`src/common/uiic_consts.vh`:
```
// Constants for the interrupt identification and FIFO control block.
// Assumes a 32-bit register word with data in the low byte.
`ifndef UIIC_CONSTS_VH
`define UIIC_CONSTS_VH

// ------------------------------------------------------------
// Register offsets
// ------------------------------------------------------------
`define UIIC_OFF_HOLD 12'h000
`define UIIC_OFF_IER 12'h004
`define UIIC_OFF_IDENT 12'h008
`define UIIC_OFF_LCR 12'h00C

// ------------------------------------------------------------
// Field positions
// ------------------------------------------------------------
`define UIIC_FC_TRIG_HI 7
`define UIIC_FC_TRIG_LO 6
`define UIIC_FC_DMA_MODE 3
`define UIIC_FC_TX_FLUSH 2
`define UIIC_FC_RX_FLUSH 1
`define UIIC_FC_QUEUE_EN 0
`define UIIC_LCR_DIVISOR_ACCESS 7
`define UIIC_IER_RX_DATA 0
`define UIIC_IER_TX_EMPTY 1
`define UIIC_IER_LINE 2
`define UIIC_IER_MODEM 3

// ------------------------------------------------------------
// Reset values and codes
// ------------------------------------------------------------
`define UIIC_IDENT_RESET 8'h01
`define UIIC_FC_RESET 8'h00
`define UIIC_ID_LINE 3'h3
`define UIIC_ID_RX_DATA 3'h2
`define UIIC_ID_TIMEOUT 3'h6
`define UIIC_ID_TX_EMPTY 3'h1
`define UIIC_ID_MODEM 3'h0
`define UIIC_QUEUE_EN_CODE 2'h3
`define UIIC_TRIG_1 5'h01
`define UIIC_TRIG_4 5'h04
`define UIIC_TRIG_8 5'h08
`define UIIC_TRIG_14 5'h0E
`define UIIC_QUEUE_DEPTH 5'h10

`endif

```
`src/design/uiic_prio.v`:
```
// Priority encoder for the interrupt identifier.
// Assumes the source levels are already gated by their enables.
`timescale 1ns/1ps
`default_nettype none
`include "uiic_consts.vh"

module uiic_prio (
	input wire i_line,
	input wire i_rx_data,
	input wire i_timeout,
	input wire i_tx_empty,
	input wire i_modem,
	output reg [2:0] o_code,
	output reg o_pending
);

	// ------------------------------------------------------------
	// Highest pending source wins
	// ------------------------------------------------------------
	always @* begin
		o_pending = 1'b1;
		if (i_line) begin
			o_code = `UIIC_ID_LINE;
		end else if (i_timeout) begin
			o_code = `UIIC_ID_TIMEOUT;
		end else if (i_rx_data) begin
			o_code = `UIIC_ID_RX_DATA;
		end else if (i_tx_empty) begin
			o_code = `UIIC_ID_TX_EMPTY;
		end else if (i_modem) begin
			o_code = `UIIC_ID_MODEM;
		end else begin
			o_code = `UIIC_ID_MODEM;
			o_pending = 1'b0;
		end
	end

endmodule // uiic_prio
`default_nettype wire

```
`src/design/uiic_ctrl.v`:
```
// Interrupt identification, FIFO control and DMA request logic.
// Assumes the surrounding UART supplies queue levels, error flags and register strobes.
`timescale 1ns/1ps
`default_nettype none
`include "uiic_consts.vh"

module uiic_ctrl (
	input wire i_clk,
	input wire i_nrst,
	input wire [11:0] i_addr,
	input wire i_wr,
	input wire i_rd,
	input wire [31:0] i_wdata,
	output reg [31:0] o_rdata,
	input wire i_frame_err,
	input wire i_parity_err,
	input wire i_overrun_err,
	input wire i_break,
	input wire i_char_timeout,
	input wire i_tx_empty_evt,
	input wire i_modem_evt,
	input wire [4:0] i_rx_count,
	input wire [4:0] i_tx_count,
	output wire o_queue_enable,
	output wire [4:0] o_rx_trigger,
	output reg o_tx_queue_flush,
	output reg o_rx_queue_flush,
	output wire o_rx_dma_req_n,
	output wire o_tx_dma_req_n,
	output wire o_irq
);

	// ------------------------------------------------------------
	// Reset synchroniser
	// ------------------------------------------------------------
	reg rst_meta_q;
	reg rst_sync_q;
	wire rst_n;

	always @(posedge i_clk or negedge i_nrst) begin
		if (!i_nrst) begin
			rst_meta_q <= 1'b0;
			rst_sync_q <= 1'b0;
		end else begin
			rst_meta_q <= 1'b1;
			rst_sync_q <= rst_meta_q;
		end
	end
	assign rst_n = rst_sync_q;

	// ------------------------------------------------------------
	// Trigger level decode
	// ------------------------------------------------------------
	function [4:0] trig_bytes;
		input [1:0] sel;
		begin
			case (sel)
				2'h0: trig_bytes = `UIIC_TRIG_1;
				2'h1: trig_bytes = `UIIC_TRIG_4;
				2'h2: trig_bytes = `UIIC_TRIG_8;
				default: trig_bytes = `UIIC_TRIG_14;
			endcase
		end
	endfunction

	// ------------------------------------------------------------
	// Registers
	// ------------------------------------------------------------
	reg [1:0] trig_sel_q;
	reg dma_mode_q;
	reg queue_en_q;
	reg [3:0] ier_q;
	reg divisor_access_q;
	reg line_flag_q;
	reg line_flag_d;
	reg tx_empty_flag_q;
	reg tx_empty_flag_d;
	reg modem_flag_q;
	reg modem_flag_d;
	reg tx_req_n_q;
	reg tx_req_n_d;
	reg rx_req_n_q;
	reg rx_req_n_d;
	reg [7:0] ident_q;

	wire wr_ier;
	wire wr_fc;
	wire wr_lcr;
	wire wr_hold;
	wire rd_ident;
	wire line_evt;
	wire [2:0] id_code;
	wire id_pending;
	wire rx_data_lvl;
	wire timeout_lvl;

	assign wr_ier = i_wr && (i_addr == `UIIC_OFF_IER) && !divisor_access_q;
	assign wr_lcr = i_wr && (i_addr == `UIIC_OFF_LCR);
	assign wr_fc = i_wr && (i_addr == `UIIC_OFF_IDENT);
	// Holding register write, hidden behind the divisor access bit
	assign wr_hold = i_wr && (i_addr == `UIIC_OFF_HOLD) && !divisor_access_q;
	assign rd_ident = i_rd && (i_addr == `UIIC_OFF_IDENT) && !divisor_access_q;
	assign line_evt = i_frame_err | i_parity_err | i_overrun_err | i_break;

	always @(posedge i_clk or negedge rst_n) begin
		if (!rst_n) begin
			trig_sel_q <= 2'h0;
			dma_mode_q <= 1'b0;
			queue_en_q <= 1'b0;
			ier_q <= 4'h0;
			divisor_access_q <= 1'b0;
			o_tx_queue_flush <= 1'b0;
			o_rx_queue_flush <= 1'b0;
		end else begin
			o_tx_queue_flush <= 1'b0;
			o_rx_queue_flush <= 1'b0;
			if (wr_ier) begin
				ier_q <= i_wdata[3:0];
			end
			if (wr_lcr) begin
				divisor_access_q <= i_wdata[`UIIC_LCR_DIVISOR_ACCESS];
			end
			if (wr_fc) begin
				queue_en_q <= i_wdata[`UIIC_FC_QUEUE_EN];
				// Settings only take hold with queues on
				if (i_wdata[`UIIC_FC_QUEUE_EN]) begin
					trig_sel_q <= i_wdata[`UIIC_FC_TRIG_HI:`UIIC_FC_TRIG_LO];
					dma_mode_q <= i_wdata[`UIIC_FC_DMA_MODE];
				end
				o_tx_queue_flush <= i_wdata[`UIIC_FC_TX_FLUSH];
				o_rx_queue_flush <= i_wdata[`UIIC_FC_RX_FLUSH];
			end
		end
	end

	assign o_queue_enable = queue_en_q;
	assign o_rx_trigger = trig_bytes(trig_sel_q);

	// ------------------------------------------------------------
	// Interrupt sources
	// ------------------------------------------------------------
	// Sticky sources: set wins over clear
	always @* begin
		line_flag_d = line_flag_q;
		tx_empty_flag_d = tx_empty_flag_q;
		modem_flag_d = modem_flag_q;
		if (rd_ident && !ident_q[0] && (ident_q[3:1] == `UIIC_ID_LINE)) begin
			line_flag_d = 1'b0;
		end
		if (rd_ident && !ident_q[0] && (ident_q[3:1] == `UIIC_ID_TX_EMPTY)) begin
			tx_empty_flag_d = 1'b0;
		end
		if (wr_hold) begin
			tx_empty_flag_d = 1'b0;
		end
		if (line_evt) begin
			line_flag_d = 1'b1;
		end
		if (i_tx_empty_evt) begin
			tx_empty_flag_d = 1'b1;
		end
		if (i_modem_evt) begin
			modem_flag_d = 1'b1;
		end
	end

	always @(posedge i_clk or negedge rst_n) begin
		if (!rst_n) begin
			line_flag_q <= 1'b0;
			tx_empty_flag_q <= 1'b0;
			modem_flag_q <= 1'b0;
		end else begin
			line_flag_q <= line_flag_d;
			tx_empty_flag_q <= tx_empty_flag_d;
			modem_flag_q <= modem_flag_d;
		end
	end

	assign rx_data_lvl = queue_en_q ? (i_rx_count >= o_rx_trigger) : (i_rx_count != 5'h00);
	assign timeout_lvl = queue_en_q && i_char_timeout && (i_rx_count != 5'h00);

	uiic_prio u_prio (
		.i_line(line_flag_q && ier_q[`UIIC_IER_LINE]),
		.i_rx_data(rx_data_lvl && ier_q[`UIIC_IER_RX_DATA]),
		.i_timeout(timeout_lvl && ier_q[`UIIC_IER_RX_DATA]),
		.i_tx_empty(tx_empty_flag_q && ier_q[`UIIC_IER_TX_EMPTY]),
		.i_modem(modem_flag_q && ier_q[`UIIC_IER_MODEM]),
		.o_code(id_code),
		.o_pending(id_pending)
	);

	// ------------------------------------------------------------
	// Identification register
	// ------------------------------------------------------------
	always @(posedge i_clk or negedge rst_n) begin
		if (!rst_n) begin
			ident_q <= `UIIC_IDENT_RESET;
		end else begin
			ident_q[7:6] <= queue_en_q ? `UIIC_QUEUE_EN_CODE : 2'h0;
			ident_q[5:4] <= 2'h0;
			ident_q[3:1] <= id_code;
			ident_q[0] <= !id_pending;
		end
	end

	assign o_irq = !ident_q[0];

	// ------------------------------------------------------------
	// DMA requests
	// ------------------------------------------------------------
	always @* begin
		tx_req_n_d = tx_req_n_q;
		rx_req_n_d = rx_req_n_q;
		if (!queue_en_q || !dma_mode_q) begin
			tx_req_n_d = (i_tx_count != 5'h00);
			rx_req_n_d = (i_rx_count == 5'h00);
		end else begin
			// Mode 1 keeps the last level between thresholds
			if (i_tx_count == 5'h00) begin
				tx_req_n_d = 1'b0;
			end else if (i_tx_count == `UIIC_QUEUE_DEPTH) begin
				tx_req_n_d = 1'b1;
			end
			if (i_rx_count == 5'h00) begin
				rx_req_n_d = 1'b1;
			end else if ((i_rx_count >= o_rx_trigger) || i_char_timeout) begin
				rx_req_n_d = 1'b0;
			end
		end
	end

	always @(posedge i_clk or negedge rst_n) begin
		if (!rst_n) begin
			tx_req_n_q <= 1'b0;
			rx_req_n_q <= 1'b1;
		end else begin
			tx_req_n_q <= tx_req_n_d;
			rx_req_n_q <= rx_req_n_d;
		end
	end

	assign o_tx_dma_req_n = tx_req_n_q;
	assign o_rx_dma_req_n = rx_req_n_q;

	// ------------------------------------------------------------
	// Read data
	// ------------------------------------------------------------
	always @(posedge i_clk or negedge rst_n) begin
		if (!rst_n) begin
			o_rdata <= 32'h00000000;
		end else if (i_rd) begin
			o_rdata <= 32'h00000000;
			case (i_addr)
				`UIIC_OFF_IDENT: begin
					if (divisor_access_q) begin
						o_rdata[7:0] <= {trig_sel_q, 2'h0, dma_mode_q, 2'h0, queue_en_q};
					end else begin
						o_rdata[7:0] <= ident_q;
					end
				end
				`UIIC_OFF_IER: begin
					o_rdata[3:0] <= divisor_access_q ? 4'h0 : ier_q;
				end
				`UIIC_OFF_LCR: begin
					o_rdata[7] <= divisor_access_q;
				end
				default: begin
					o_rdata <= 32'h00000000;
				end
			endcase
		end
	end

endmodule // uiic_ctrl
`default_nettype wire

```
`config.mk`:
```
export PLATFORM = sky130hd
export DESIGN_NAME = uiic_ctrl
export DESIGN_NICKNAME = d
export VERILOG_FILES = /design/src/design/uiic_prio.v /design/src/design/uiic_ctrl.v
export VERILOG_INCLUDE_DIRS = /design/src /design/src/common
export SDC_FILE = /design/constraint.sdc
export NUM_CORES = 1
export LEC_CHECK = 0
export BUFFER_PORTS_ARGS = -buffer_cell sky130_fd_sc_hd__buf_2
export CAP_MARGIN = 0
export CORE_MARGIN = 10
export CORE_UTILIZATION = 25
export CTS_BUF_LIST = sky130_fd_sc_hd__clkbuf_8
export DETAILED_ROUTE_END_ITERATION = 10
export PLACE_DENSITY = 0.49
export SLEW_MARGIN = 20
export SYNTH_ARGS = -nofsm -noshare
export SYNTH_HDL_FRONTEND = slang
export SYNTH_SLANG_ARGS = --single-unit
```
`constraint.sdc`:
```
create_clock -name i_clk -period 2.2 [get_ports i_clk]
set_clock_uncertainty 0.05 [all_clocks]
set_input_delay 0.33 -clock i_clk [delete_from_list [all_inputs] [get_ports i_clk]]
set_output_delay 0.33 -clock i_clk [all_outputs]
set_load 0.005 [all_outputs]
```
==> impl_metrics.json, run 1 <==
{
  "outcome": "complete, no violations",
  "fp.dieH_um": 102,
  "drt_drc_violations_left": 0,
  "yosysWarnings": 0,
  "p_leak_nw": 1.07,
  "fin_tns_setup_ps": 0,
  "powerDensity_nw_per_um2": 525,
  "synth_top_family_by_area": "simple AND/OR/NAND/NOR gates",
  "async_flop_share_pct": 100,
  "overflow": 0,
  "setup_viol": 0,
  "path_cells": "nor2_1 -> ha_1 -> o2111ai_1 -> a31oi_1 -> a211o_1",
  "regToRegSetupSlack_ps": 500,
  "clk_path_buf_depth": 2,
  "yosys.area_share.simple_pct": 21.5,
  "cap_violations": 0,
  "vias": 1305,
  "core_area_um2": 6460,
  "fin_crit_sh_pct": 77.2,
  "final_common_cell": "buf_2",
  "peakVddDrop_mv": 0.229,
  "synth_mux_area_share_pct": 7.37,
  "clk_pin_slew_ps": 60,
  "dp_hpwl_mm": 3.66,
  "wl_per_cell_um": 14.3,
  "crit_type": "flop to flop",
  "hold_path.class": "flop to asynchronous set/reset pin",
  "holdBufCountCts": 1,
  "groute.usage.overall_pct": 8.25,
  "synth.yosys.seq_area_share_pct": 42.9,
  "gp_congestion": 0.777,
  "grt_pass1_wl_mm": 6.78,
  "cts_resized": 0,
  "start_kind": "flop",
  "cts_tree": "built",
  "synth-adder-area-share_pct": 2.95,
  "syn_area_um2": 1700,
  "ys_types": 46,
  "rsz0062_at_grt": "no",
  "n_antenna_cell": 0,
  "synth_edf_count": 0,
  "timing.rr.end": "ident_q[2]",
  "drt_wl_total_mm": 4.34,
  "dominantRegCellSynth": "dfrtp_1",
  "grt_pass1_vias": 1397,
  "synth_compound_area_share_pct": 9.36,
  "port_buffers": 54,
  "cts-root-buf": "clkbuf_8",
  "cp_max_fo": 6,
  "die_w_um": 102,
  "vias_per_cell": 4.31,
  "required_ps": 2310,
  "nFillCells": 714,
  "drt_first_pass_iters": 4,
  "cts_num_sinks": 29,
  "hold_viol_final": 0,
  "antenna_found_initial": 0,
  "final_nets": 294,
  "numCtsBuffers": 5,
  "slew_violations": 0,
  "synth_cells": 165,
  "rows": 29,
  "max_freq_mhz": 589,
  "end_kind": "flop",
  "h-tree-depth": 2,
  "critPathMaxStageDelay_ps": 430,
  "ys_ff_latch": 29,
  "start_util_pct": 26.3,
  "final_util_pct": 31.9,
  "rr_startpoint": "trig_sel_q[1]",
  "dieArea_um2": 10500,
  "worst_ep_arrival_time_ps": 1810,
  "layout_common_cells": "buf_2, conb_1, dfrtp_1",
  "worstRegToRegCells": 5,
  "ant_nets": 0,
  "cp_slowest_cell": "dfrtp_1",
  "num_io_pins": 108,
  "drt_iter0_drc": 35,
  "cts_setup_buffers": 0,
  "drive_gt1_share_pct": 35.4,
  "period_minus_slack_ps": 1700,
  "synth_xor_area_share_pct": 0,
  "syn2layout_area_growth_pct": 21.3,
  "avgSynthCellArea_um2": 10.3,
  "insertion_delay_ps": 280,
  "grt_max_degree": 28
}
-- synthesized netlist by cell type, drive strengths merged (2+ instances only) --
cell type  number  share of area [%]
or4             3                1.8
a21oi           5                1.5
mux2            8                6.2
buf            28                 13
o21ai           7                2.1
mux2i           2                1.2
inv            10                2.2
clkbuf          3               0.66
a21o            2               0.88
and3            5                1.8
or2             2               0.74
nand4           2               0.74
conb            2               0.44
nor2            4               0.88
dfrtp          27                 40
nor4            5                3.6
o22ai           3                1.1
nor3            2               0.59
nand2          11                2.4
ha              4                2.9
nor3b           2               0.88
nor2b           3                1.1
dfstp           2                3.1
nand3           5                1.5
nand2b          4                1.5
-- power by group --
group	total [mW]	leakage (nW)	internal [mW]	switching [mW]
Clock	0.439	0.0538	0.245	0.194
Combinational	0.102	0.639	0.0426	0.0596
Sequential	0.540	0.373	0.538	0.00209
-- registers in the layout, summed over array words and instances (netlist names) --
register          cells
rst_meta_q            1
ier_q                 4
o_rdata               6
rst_n                 1
tx_empty_flag_q       1
divisor_access_q      1
trig_sel_q            2
modem_flag_q          1
o_rx_dma_req_n        1
dma_mode_q            1
o_rx_queue_flush      1
o_tx_queue_flush      1
o_queue_enable        1
o_tx_dma_req_n        1
ident_q               5
line_flag_q           1
-- worst max path at each step --
stage	to	slack [ps]	depth (start not counted)	startpoint
detailed placement	trig_sel_q[1]	340	5	i_addr[11]
finish	ident_q[2]	500	5	trig_sel_q[1]
global placement	dma_mode_q	350	5	i_addr[11]
CTS	ident_q[2]	490	5	trig_sel_q[1]
global route	ident_q[2]	350	5	trig_sel_q[1]
floorplan	ident_q[2]	590	5	trig_sel_q[1]
-- per-layer routing --
metal  vias to the layer above  wire length [µm]  GRT usage, %
met5                         -                 0             0
met4                         0                38          2.93
met3                         5               352          3.17
met2                        55              1920          12.3
met1                       608              2040          10.6
li1                        637                 -             -
-- critical path: cells and delay by family (launching register included) --
family	cells	cell delay [ps]
compound gates	3	710
fa+ha+maj	1	250
flops	1	430
simple gates	1	160
-- logic make-up after synthesis --
family	count (synthesis)
flops	29
other cells	2
simple gates	54
mux	10
buf+inv	41
fa+ha+maj	4
compound gates	25
-- per-stage QoR --
stage | setup slack [ps] | total power, mW | hold WS (ps) | std cells | cell area [µm²]
after floorplan | 592 | 0.625 | -15.6 | 191 | 1800
after global placement | 354 | 0.648 | 65.9 | 294 | 1960
after detailed placement | 338 | 0.650 | 66.6 | 294 | 1960
after CTS | 491 | 1.10 | 184 | 303 | 2060
after global routing | 349 | 1.14 | 186 | 303 | 2060
final | 503 | 1.08 | 188 | 303 | 2060
-- cell type report --
type	instances	area, µm²	area share (%)
timing repair buffer	58	303	14.7
multi-input combinational	121	805	39.1
tap	77	96.3	4.68
inverter	10	37.5	1.82
clock buffer	6	82.6	4.01
sequential	29	728	35.4
clock inverter	2	7.51	0.365
Power figures use the tool's default switching activity.
==> run 2, diff against run 1 <==
Settings changed: ABC_AREA from default to 1, PLACE_DENSITY 0.49 to 0.5.
Clock period 2.2 ns to 1.44 ns, I/O delays scaled along.
==> impl_metrics.json, run 2 <==
{
  "outcome": "finished with violations",
  "violations": "setup timing",
  "ant_nets": 0,
  "start_util_pct": 26.2,
  "internal_power_mw": 1.23,
  "fin_tns_setup_ps": -30.3,
  "setup_viol": 3,
  "layout_common_cells": "buf_2, nand2_1, conb_1",
  "num_io_pins": 108,
  "rows": 30,
  "regArea_um2": 731,
  "min_from": "i_tx_empty_evt",
  "numCtsBuffers": 5,
  "start_kind": "flop",
  "dieArea_um2": 11000,
  "peakVddDrop_mv": 0.272,
  "cts_num_sinks": 29,
  "combPwrFrac_pct": 12.3,
  "required_ps": 1600,
  "die_w_um": 105,
  "gp_congestion": 0.753,
  "drt_wl_total_mm": 4.97,
  "clk_pin_slew_ps": 70,
  "dominantRegCellSynth": "dfrtp_1",
  "worst_ep_arrival_time_ps": 1620,
  "end_kind": "flop",
  "hold_end": "tx_empty_flag_q",
  "grt_max_degree": 28,
  "switching_share_pct": 27.1,
  "instances_no_fill": 408,
  "power_mw": 1.69,
  "top_regs": "o_rdata: 6 flops, ident_q: 5 flops, ier_q: 4 flops",
  "final_util_pct": 35.4,
  "h-tree-depth": 2,
  "multi_input_area_um2": 955,
  "grt_pass1_wl_mm": 8.35,
  "hold_path.class": "input pin to flop",
  "groute.usage.overall_pct": 9.08,
  "hold_viol_final": 0,
  "max_freq_mhz": 684,
  "regToRegSetupSlack_ps": -20,
  "clk_path_buf_depth": 2,
  "port_buffers": 54,
  "p_leak_nw": 1.31,
  "whs_ps": 62.8,
  "clockPowerShare_pct": 38.9,
  "largest_reg_flops": 6,
  "top_register": "o_rdata",
  "fin_crit_sh_pct": 101,
  "worstHoldPathCells": 3,
  "ys_types": 27,
  "fp.dieH_um": 105,
  "avgSynthCellArea_um2": 7.69,
  "n_antenna_cell": 0,
  "synth.yosys.seq_area_share_pct": 40.3,
  "drive_gt1_share_pct": 37.5,
  "nFillCells": 743,
  "synth_largest_area_cell": "dfrtp_1",
  "rsz0062_at_grt": "yes",
  "crit_type": "flop to flop",
  "insertion_delay_ps": 290,
  "core_area_um2": 6910,
  "synth_top_cell_area_share_pct": 37.4,
  "seq_power_share_pct": 48.8,
  "drt_drc_violations_left": 0,
  "vias_per_cell": 4.06,
  "slew_violations": 0,
  "rr_startpoint": "trig_sel_q[1]",
  "cp_max_fo": 4,
  "yosysMostFrequentCell": "nand2_1",
  "worstRegToRegCells": 9,
  "ys_ff_latch": 29,
  "overflow": 0,
  "antenna_found_initial": 0,
  "syn2layout_area_growth_pct": 35.5,
  "synth_edf_count": 0,
  "worst_slack_ps": -21.1,
  "post-place-cells": 394,
  "cts-root-buf": "clkbuf_8",
  "grt_pass1_vias": 1725,
  "timing.rr.end": "o_rx_dma_req_n",
  "dp_hpwl_mm": 3.93,
  "period_minus_slack_ps": 1460,
  "drt_first_pass_iters": 4,
  "yosysWarnings": 0,
  "final_common_cell": "buf_2",
  "powerDensity_nw_per_um2": 690,
  "async_flop_share_pct": 100,
  "vias": 1658,
  "wl_per_cell_um": 12.2,
  "synth_cells": 235,
  "p_switching_uw": 457,
  "drt_iter0_drc": 45,
  "cts_tree": "built",
  "synthTopCellsByArea": "dfrtp_1, buf_4, nand2_1",
  "synth_top_cells_by_count": "nand2_1, inv_1, buf_4, dfrtp_1, nor2_1",
  "cap_violations": 0,
  "final_nets": 380,
  "syn_area_um2": 1810
}
==> run 2: changes by cell type in the layout (fill, tap and decap cells not counted), moves of 5 or more <==
cell / delta
and3_1: -5
buf_6: +5
o21ai_1: +7
inv_1: +14
inv_2: +6
nand2_1: +37
nor2_4: +7
nor2_1: +17
nand2_2: +5
buf_4: +12
nand3_1: +15
==> run 2: cell type report <==
type | count | share of cell area (%)
clock buffer | 5 | 2.81
tap | 96 | 4.91
sequential | 29 | 29.9
inverter | 32 | 4.91
multi-input combinational | 170 | 39.0
clock inverter | 3 | 0.562
timing repair buffer | 73 | 17.9
==> run 2: worst max-delay path by stage <==
stage | slack, ps | from | cells past startpoint | end
5_1_grt | -110 | trig_sel_q[1] | 9 | ident_q[1]
2_1_floorplan | 40 | trig_sel_q[1] | 9 | ident_q[0]
6_report | -20 | trig_sel_q[1] | 9 | o_rx_dma_req_n
3_5_place_dp | -80 | trig_sel_q[1] | 9 | ident_q[0]
4_1_cts | -40 | trig_sel_q[1] | 9 | ident_q[1]
3_3_place_gp | -80 | trig_sel_q[1] | 9 | ident_q[0]
==> run 2: cells by family (layout without fill, tap and decap cells) <==
logic type                 Yosys count  in the layout  share of synthesized area (%)
AOI/OAI and AO/OA                   16             16                           4.57
adders and majority gates            4              4                           2.77
buffers and inverters               62            113                           18.6
DFF                                 29             29                           40.3
other                                2             28                          0.416
and+or+nand+nor                    122            122                           33.4
==> run 2: per-layer routing <==
metal	part of all wire, %	up-vias	routed length, µm	track usage (%)
met5	0	-	0	0
met2	44	63	2170	12.8
met3	9.8	8	486	4.48
met1	45	751	2260	11.7
li1	-	836	-	-
met4	1.1	0	55	3.24
==> run 2: critical path: stages (launching register included) <==
cell and delay [ps]:
dfrtp_2 430, inv_2 70, ha_4 290, nand2_4 60, nor2_4 100, nor2_4 50, buf_4 130, buf_6 100
nand4_1 50, nand2_1 60
==> run 2: power by group through the flow <==
stage          Clock (mW)  Combinational (mW)  Sequential (mW)
2_1_floorplan           0               0.126            0.849
3_3_place_gp            0               0.173            0.839
3_5_place_dp            0               0.176            0.839
4_1_cts             0.681               0.185            0.824
5_1_grt             0.727               0.238            0.824
6_report            0.657               0.207            0.824
==> run 2: repair_timing <==
| action | in CTS | in global routing |
|---|---|---|
| gates cloned | 0 | 0 |
| setup buffers | 5 | 2 |
| resized for setup | 10 | 24 |
| endpoints found under the hold margin | 2 | 0 |
| hold buffers | 1 | 0 |
| pin swaps | 10 | 7 |
| setup endpoints to repair | 3 | 7 |
==> run 2: per-stage QoR <==
step / setup WS, ps / area (µm²)
2_1_floorplan: 44.8 / 1900
3_3_place_gp: -82.9 / 2180
3_5_place_dp: -75.2 / 2180
4_1_cts: -43.9 / 2350
5_1_grt: -112 / 2450
6_report: -21.1 / 2450
==> run 3, diff against run 2 <==
Settings changed: PLACE_DENSITY 0.5 to 0.48.
Clock period 1.44 ns to 1.9 ns, I/O delays scaled along.
==> impl_metrics.json, run 3 (synthesized netlist as in run 2, its figures left out) <==
{
  "port_buffers": 54,
  "nFillCells": 786,
  "drt_first_pass_iters": 4,
  "numCtsBuffers": 5,
  "wl_per_cell_um": 11.9,
  "top_register": "o_rdata",
  "worst_slack_ps": 338,
  "timing.rr.end": "ident_q[0]",
  "drt_wl_total_mm": 4.66,
  "whs_ps": 140,
  "die_w_um": 105,
  "worstHoldPathCells": 3,
  "final_area_um2": 2180,
  "p_leak_nw": 1.20,
  "clk_pin_slew_ps": 70,
  "slew_violations": 0,
  "ant_nets": 0,
  "h-tree-depth": 2,
  "peakVddDrop_mv": 0.280,
  "n_antenna_cell": 0,
  "antenna_found_initial": 0,
  "drt_iter0_drc": 67,
  "regToRegSetupSlack_ps": 340,
  "cp_max_fo": 5,
  "rsz0062_at_grt": "no",
  "end_kind": "flop",
  "powerDensity_nw_per_um2": 571,
  "cts_num_sinks": 29,
  "min_from": "i_tx_empty_evt",
  "clk_path_buf_depth": 2,
  "layout_common_cells": "nand2_1, buf_2, inv_1",
  "rr_startpoint": "trig_sel_q[1]",
  "top_regs": "o_rdata: 6 flops, ident_q: 5 flops, ier_q: 4 flops",
  "place_area_um2": 2090,
  "drive_gt1_share_pct": 25.8,
  "multi_input_area_um2": 841,
  "core_area_um2": 6910,
  "drt_drc_violations_left": 0,
  "vias": 1515,
  "fp.dieH_um": 105,
  "required_ps": 2060,
  "final_nets": 363,
  "worst_ep_arrival_time_ps": 1730,
  "cts_tree": "built",
  "post-place-cells": 382,
  "power_mw": 1.25,
  "fin_tns_setup_ps": 0,
  "grt_pass1_vias": 1644,
  "cts-root-buf": "clkbuf_8",
  "insertion_delay_ps": 280,
  "pre_cts_slack_ps": 339,
  "hold_viol_final": 0,
  "groute.usage.overall_pct": 8.52,
  "largest_reg_flops": 6,
  "period_minus_slack_ps": 1560,
  "start_util_pct": 26.2,
  "start_kind": "flop",
  "worstRegToRegCells": 9,
  "dieArea_um2": 11000,
  "hold_path.class": "input pin to flop",
  "overflow": 0,
  "fin_crit_sh_pct": 82.2,
  "setup_viol": 0,
  "num_io_pins": 108,
  "grt_max_degree": 28,
  "max_freq_mhz": 640,
  "regArea_um2": 728,
  "grt_pass1_wl_mm": 7.85,
  "vias_per_cell": 3.87,
  "gp_congestion": 0.731,
  "final_util_pct": 31.6,
  "instances_no_fill": 391,
  "crit_type": "flop to flop",
  "dp_hpwl_mm": 3.82,
  "hold_end": "tx_empty_flag_q",
  "outcome": "complete, no violations",
  "rows": 30,
  "cap_violations": 0,
  "syn2layout_area_growth_pct": 20.6
}
==> run 3: changes by cell type in the layout (fill, tap and decap cells not counted), moves of 3 or more <==
cell	previous run	this run
ha_1	0	4
buf_4	15	1
inv_1	26	30
ha_4	4	0
nor2_4	7	4
inv_2	6	2
nand2_2	5	0
nor2_1	21	25
nand3_1	20	23
nand3_2	4	1
buf_6	5	0
nand2_1	48	54
==> run 3: where the power goes <==
part | internal, mW | leakage (nW) | switching (mW)
Clock | 0.248 | 0.0491 | 0.242
Sequential | 0.622 | 0.373 | 0.00213
Combinational | 0.0477 | 0.776 | 0.0827
==> run 3: critical path, cell delays in order, from the launching register on <==
cell and delay (ps):
dfrtp_1 430, inv_1 80, ha_1 290, nand2_1 90, nor2_1 40, nor2_1 140
nand3_1 80, nand2_1 110, nand3_1 90, nor2_1 100
==> run 3: worst max path at each step <==
stage                   from          to  slack [ps]  depth (start not counted)
2_1_floorplan  trig_sel_q[1]  ident_q[0]         500                          9
3_3_place_gp   trig_sel_q[1]  ident_q[0]         360                          9
3_5_place_dp   trig_sel_q[1]  ident_q[0]         340                          9
4_1_cts        trig_sel_q[1]  ident_q[0]         310                          9
5_1_grt        trig_sel_q[1]  ident_q[0]         190                          9
6_report       trig_sel_q[1]  ident_q[0]         340                          9
==> run 3: cell type report <==
type                    count  area share [%]
clock buffers               5            3.16
clock inverters             3           0.631
inverters                  32            5.51
multi-input cells         170            38.6
flip-flops and latches     29            33.4
well taps                  96            5.51
repair buffers             56            13.2
==> run 3: per-layer routing <==
metal | track usage [%] | up-vias | wire [µm]
li1 | - | 805 | -
met1 | 10.5 | 645 | 2180
met2 | 12.4 | 62 | 1940
met3 | 4.61 | 3 | 522
met4 | 2.65 | 0 | 21
met5 | 0 | - | 0
==> run 3: what timing repair did <==
item	4_1_cts	5_1_grt
buffers inserted	0	0
hold buffers	1	0
gates resized for setup	0	0
endpoints found under the hold margin	2	0
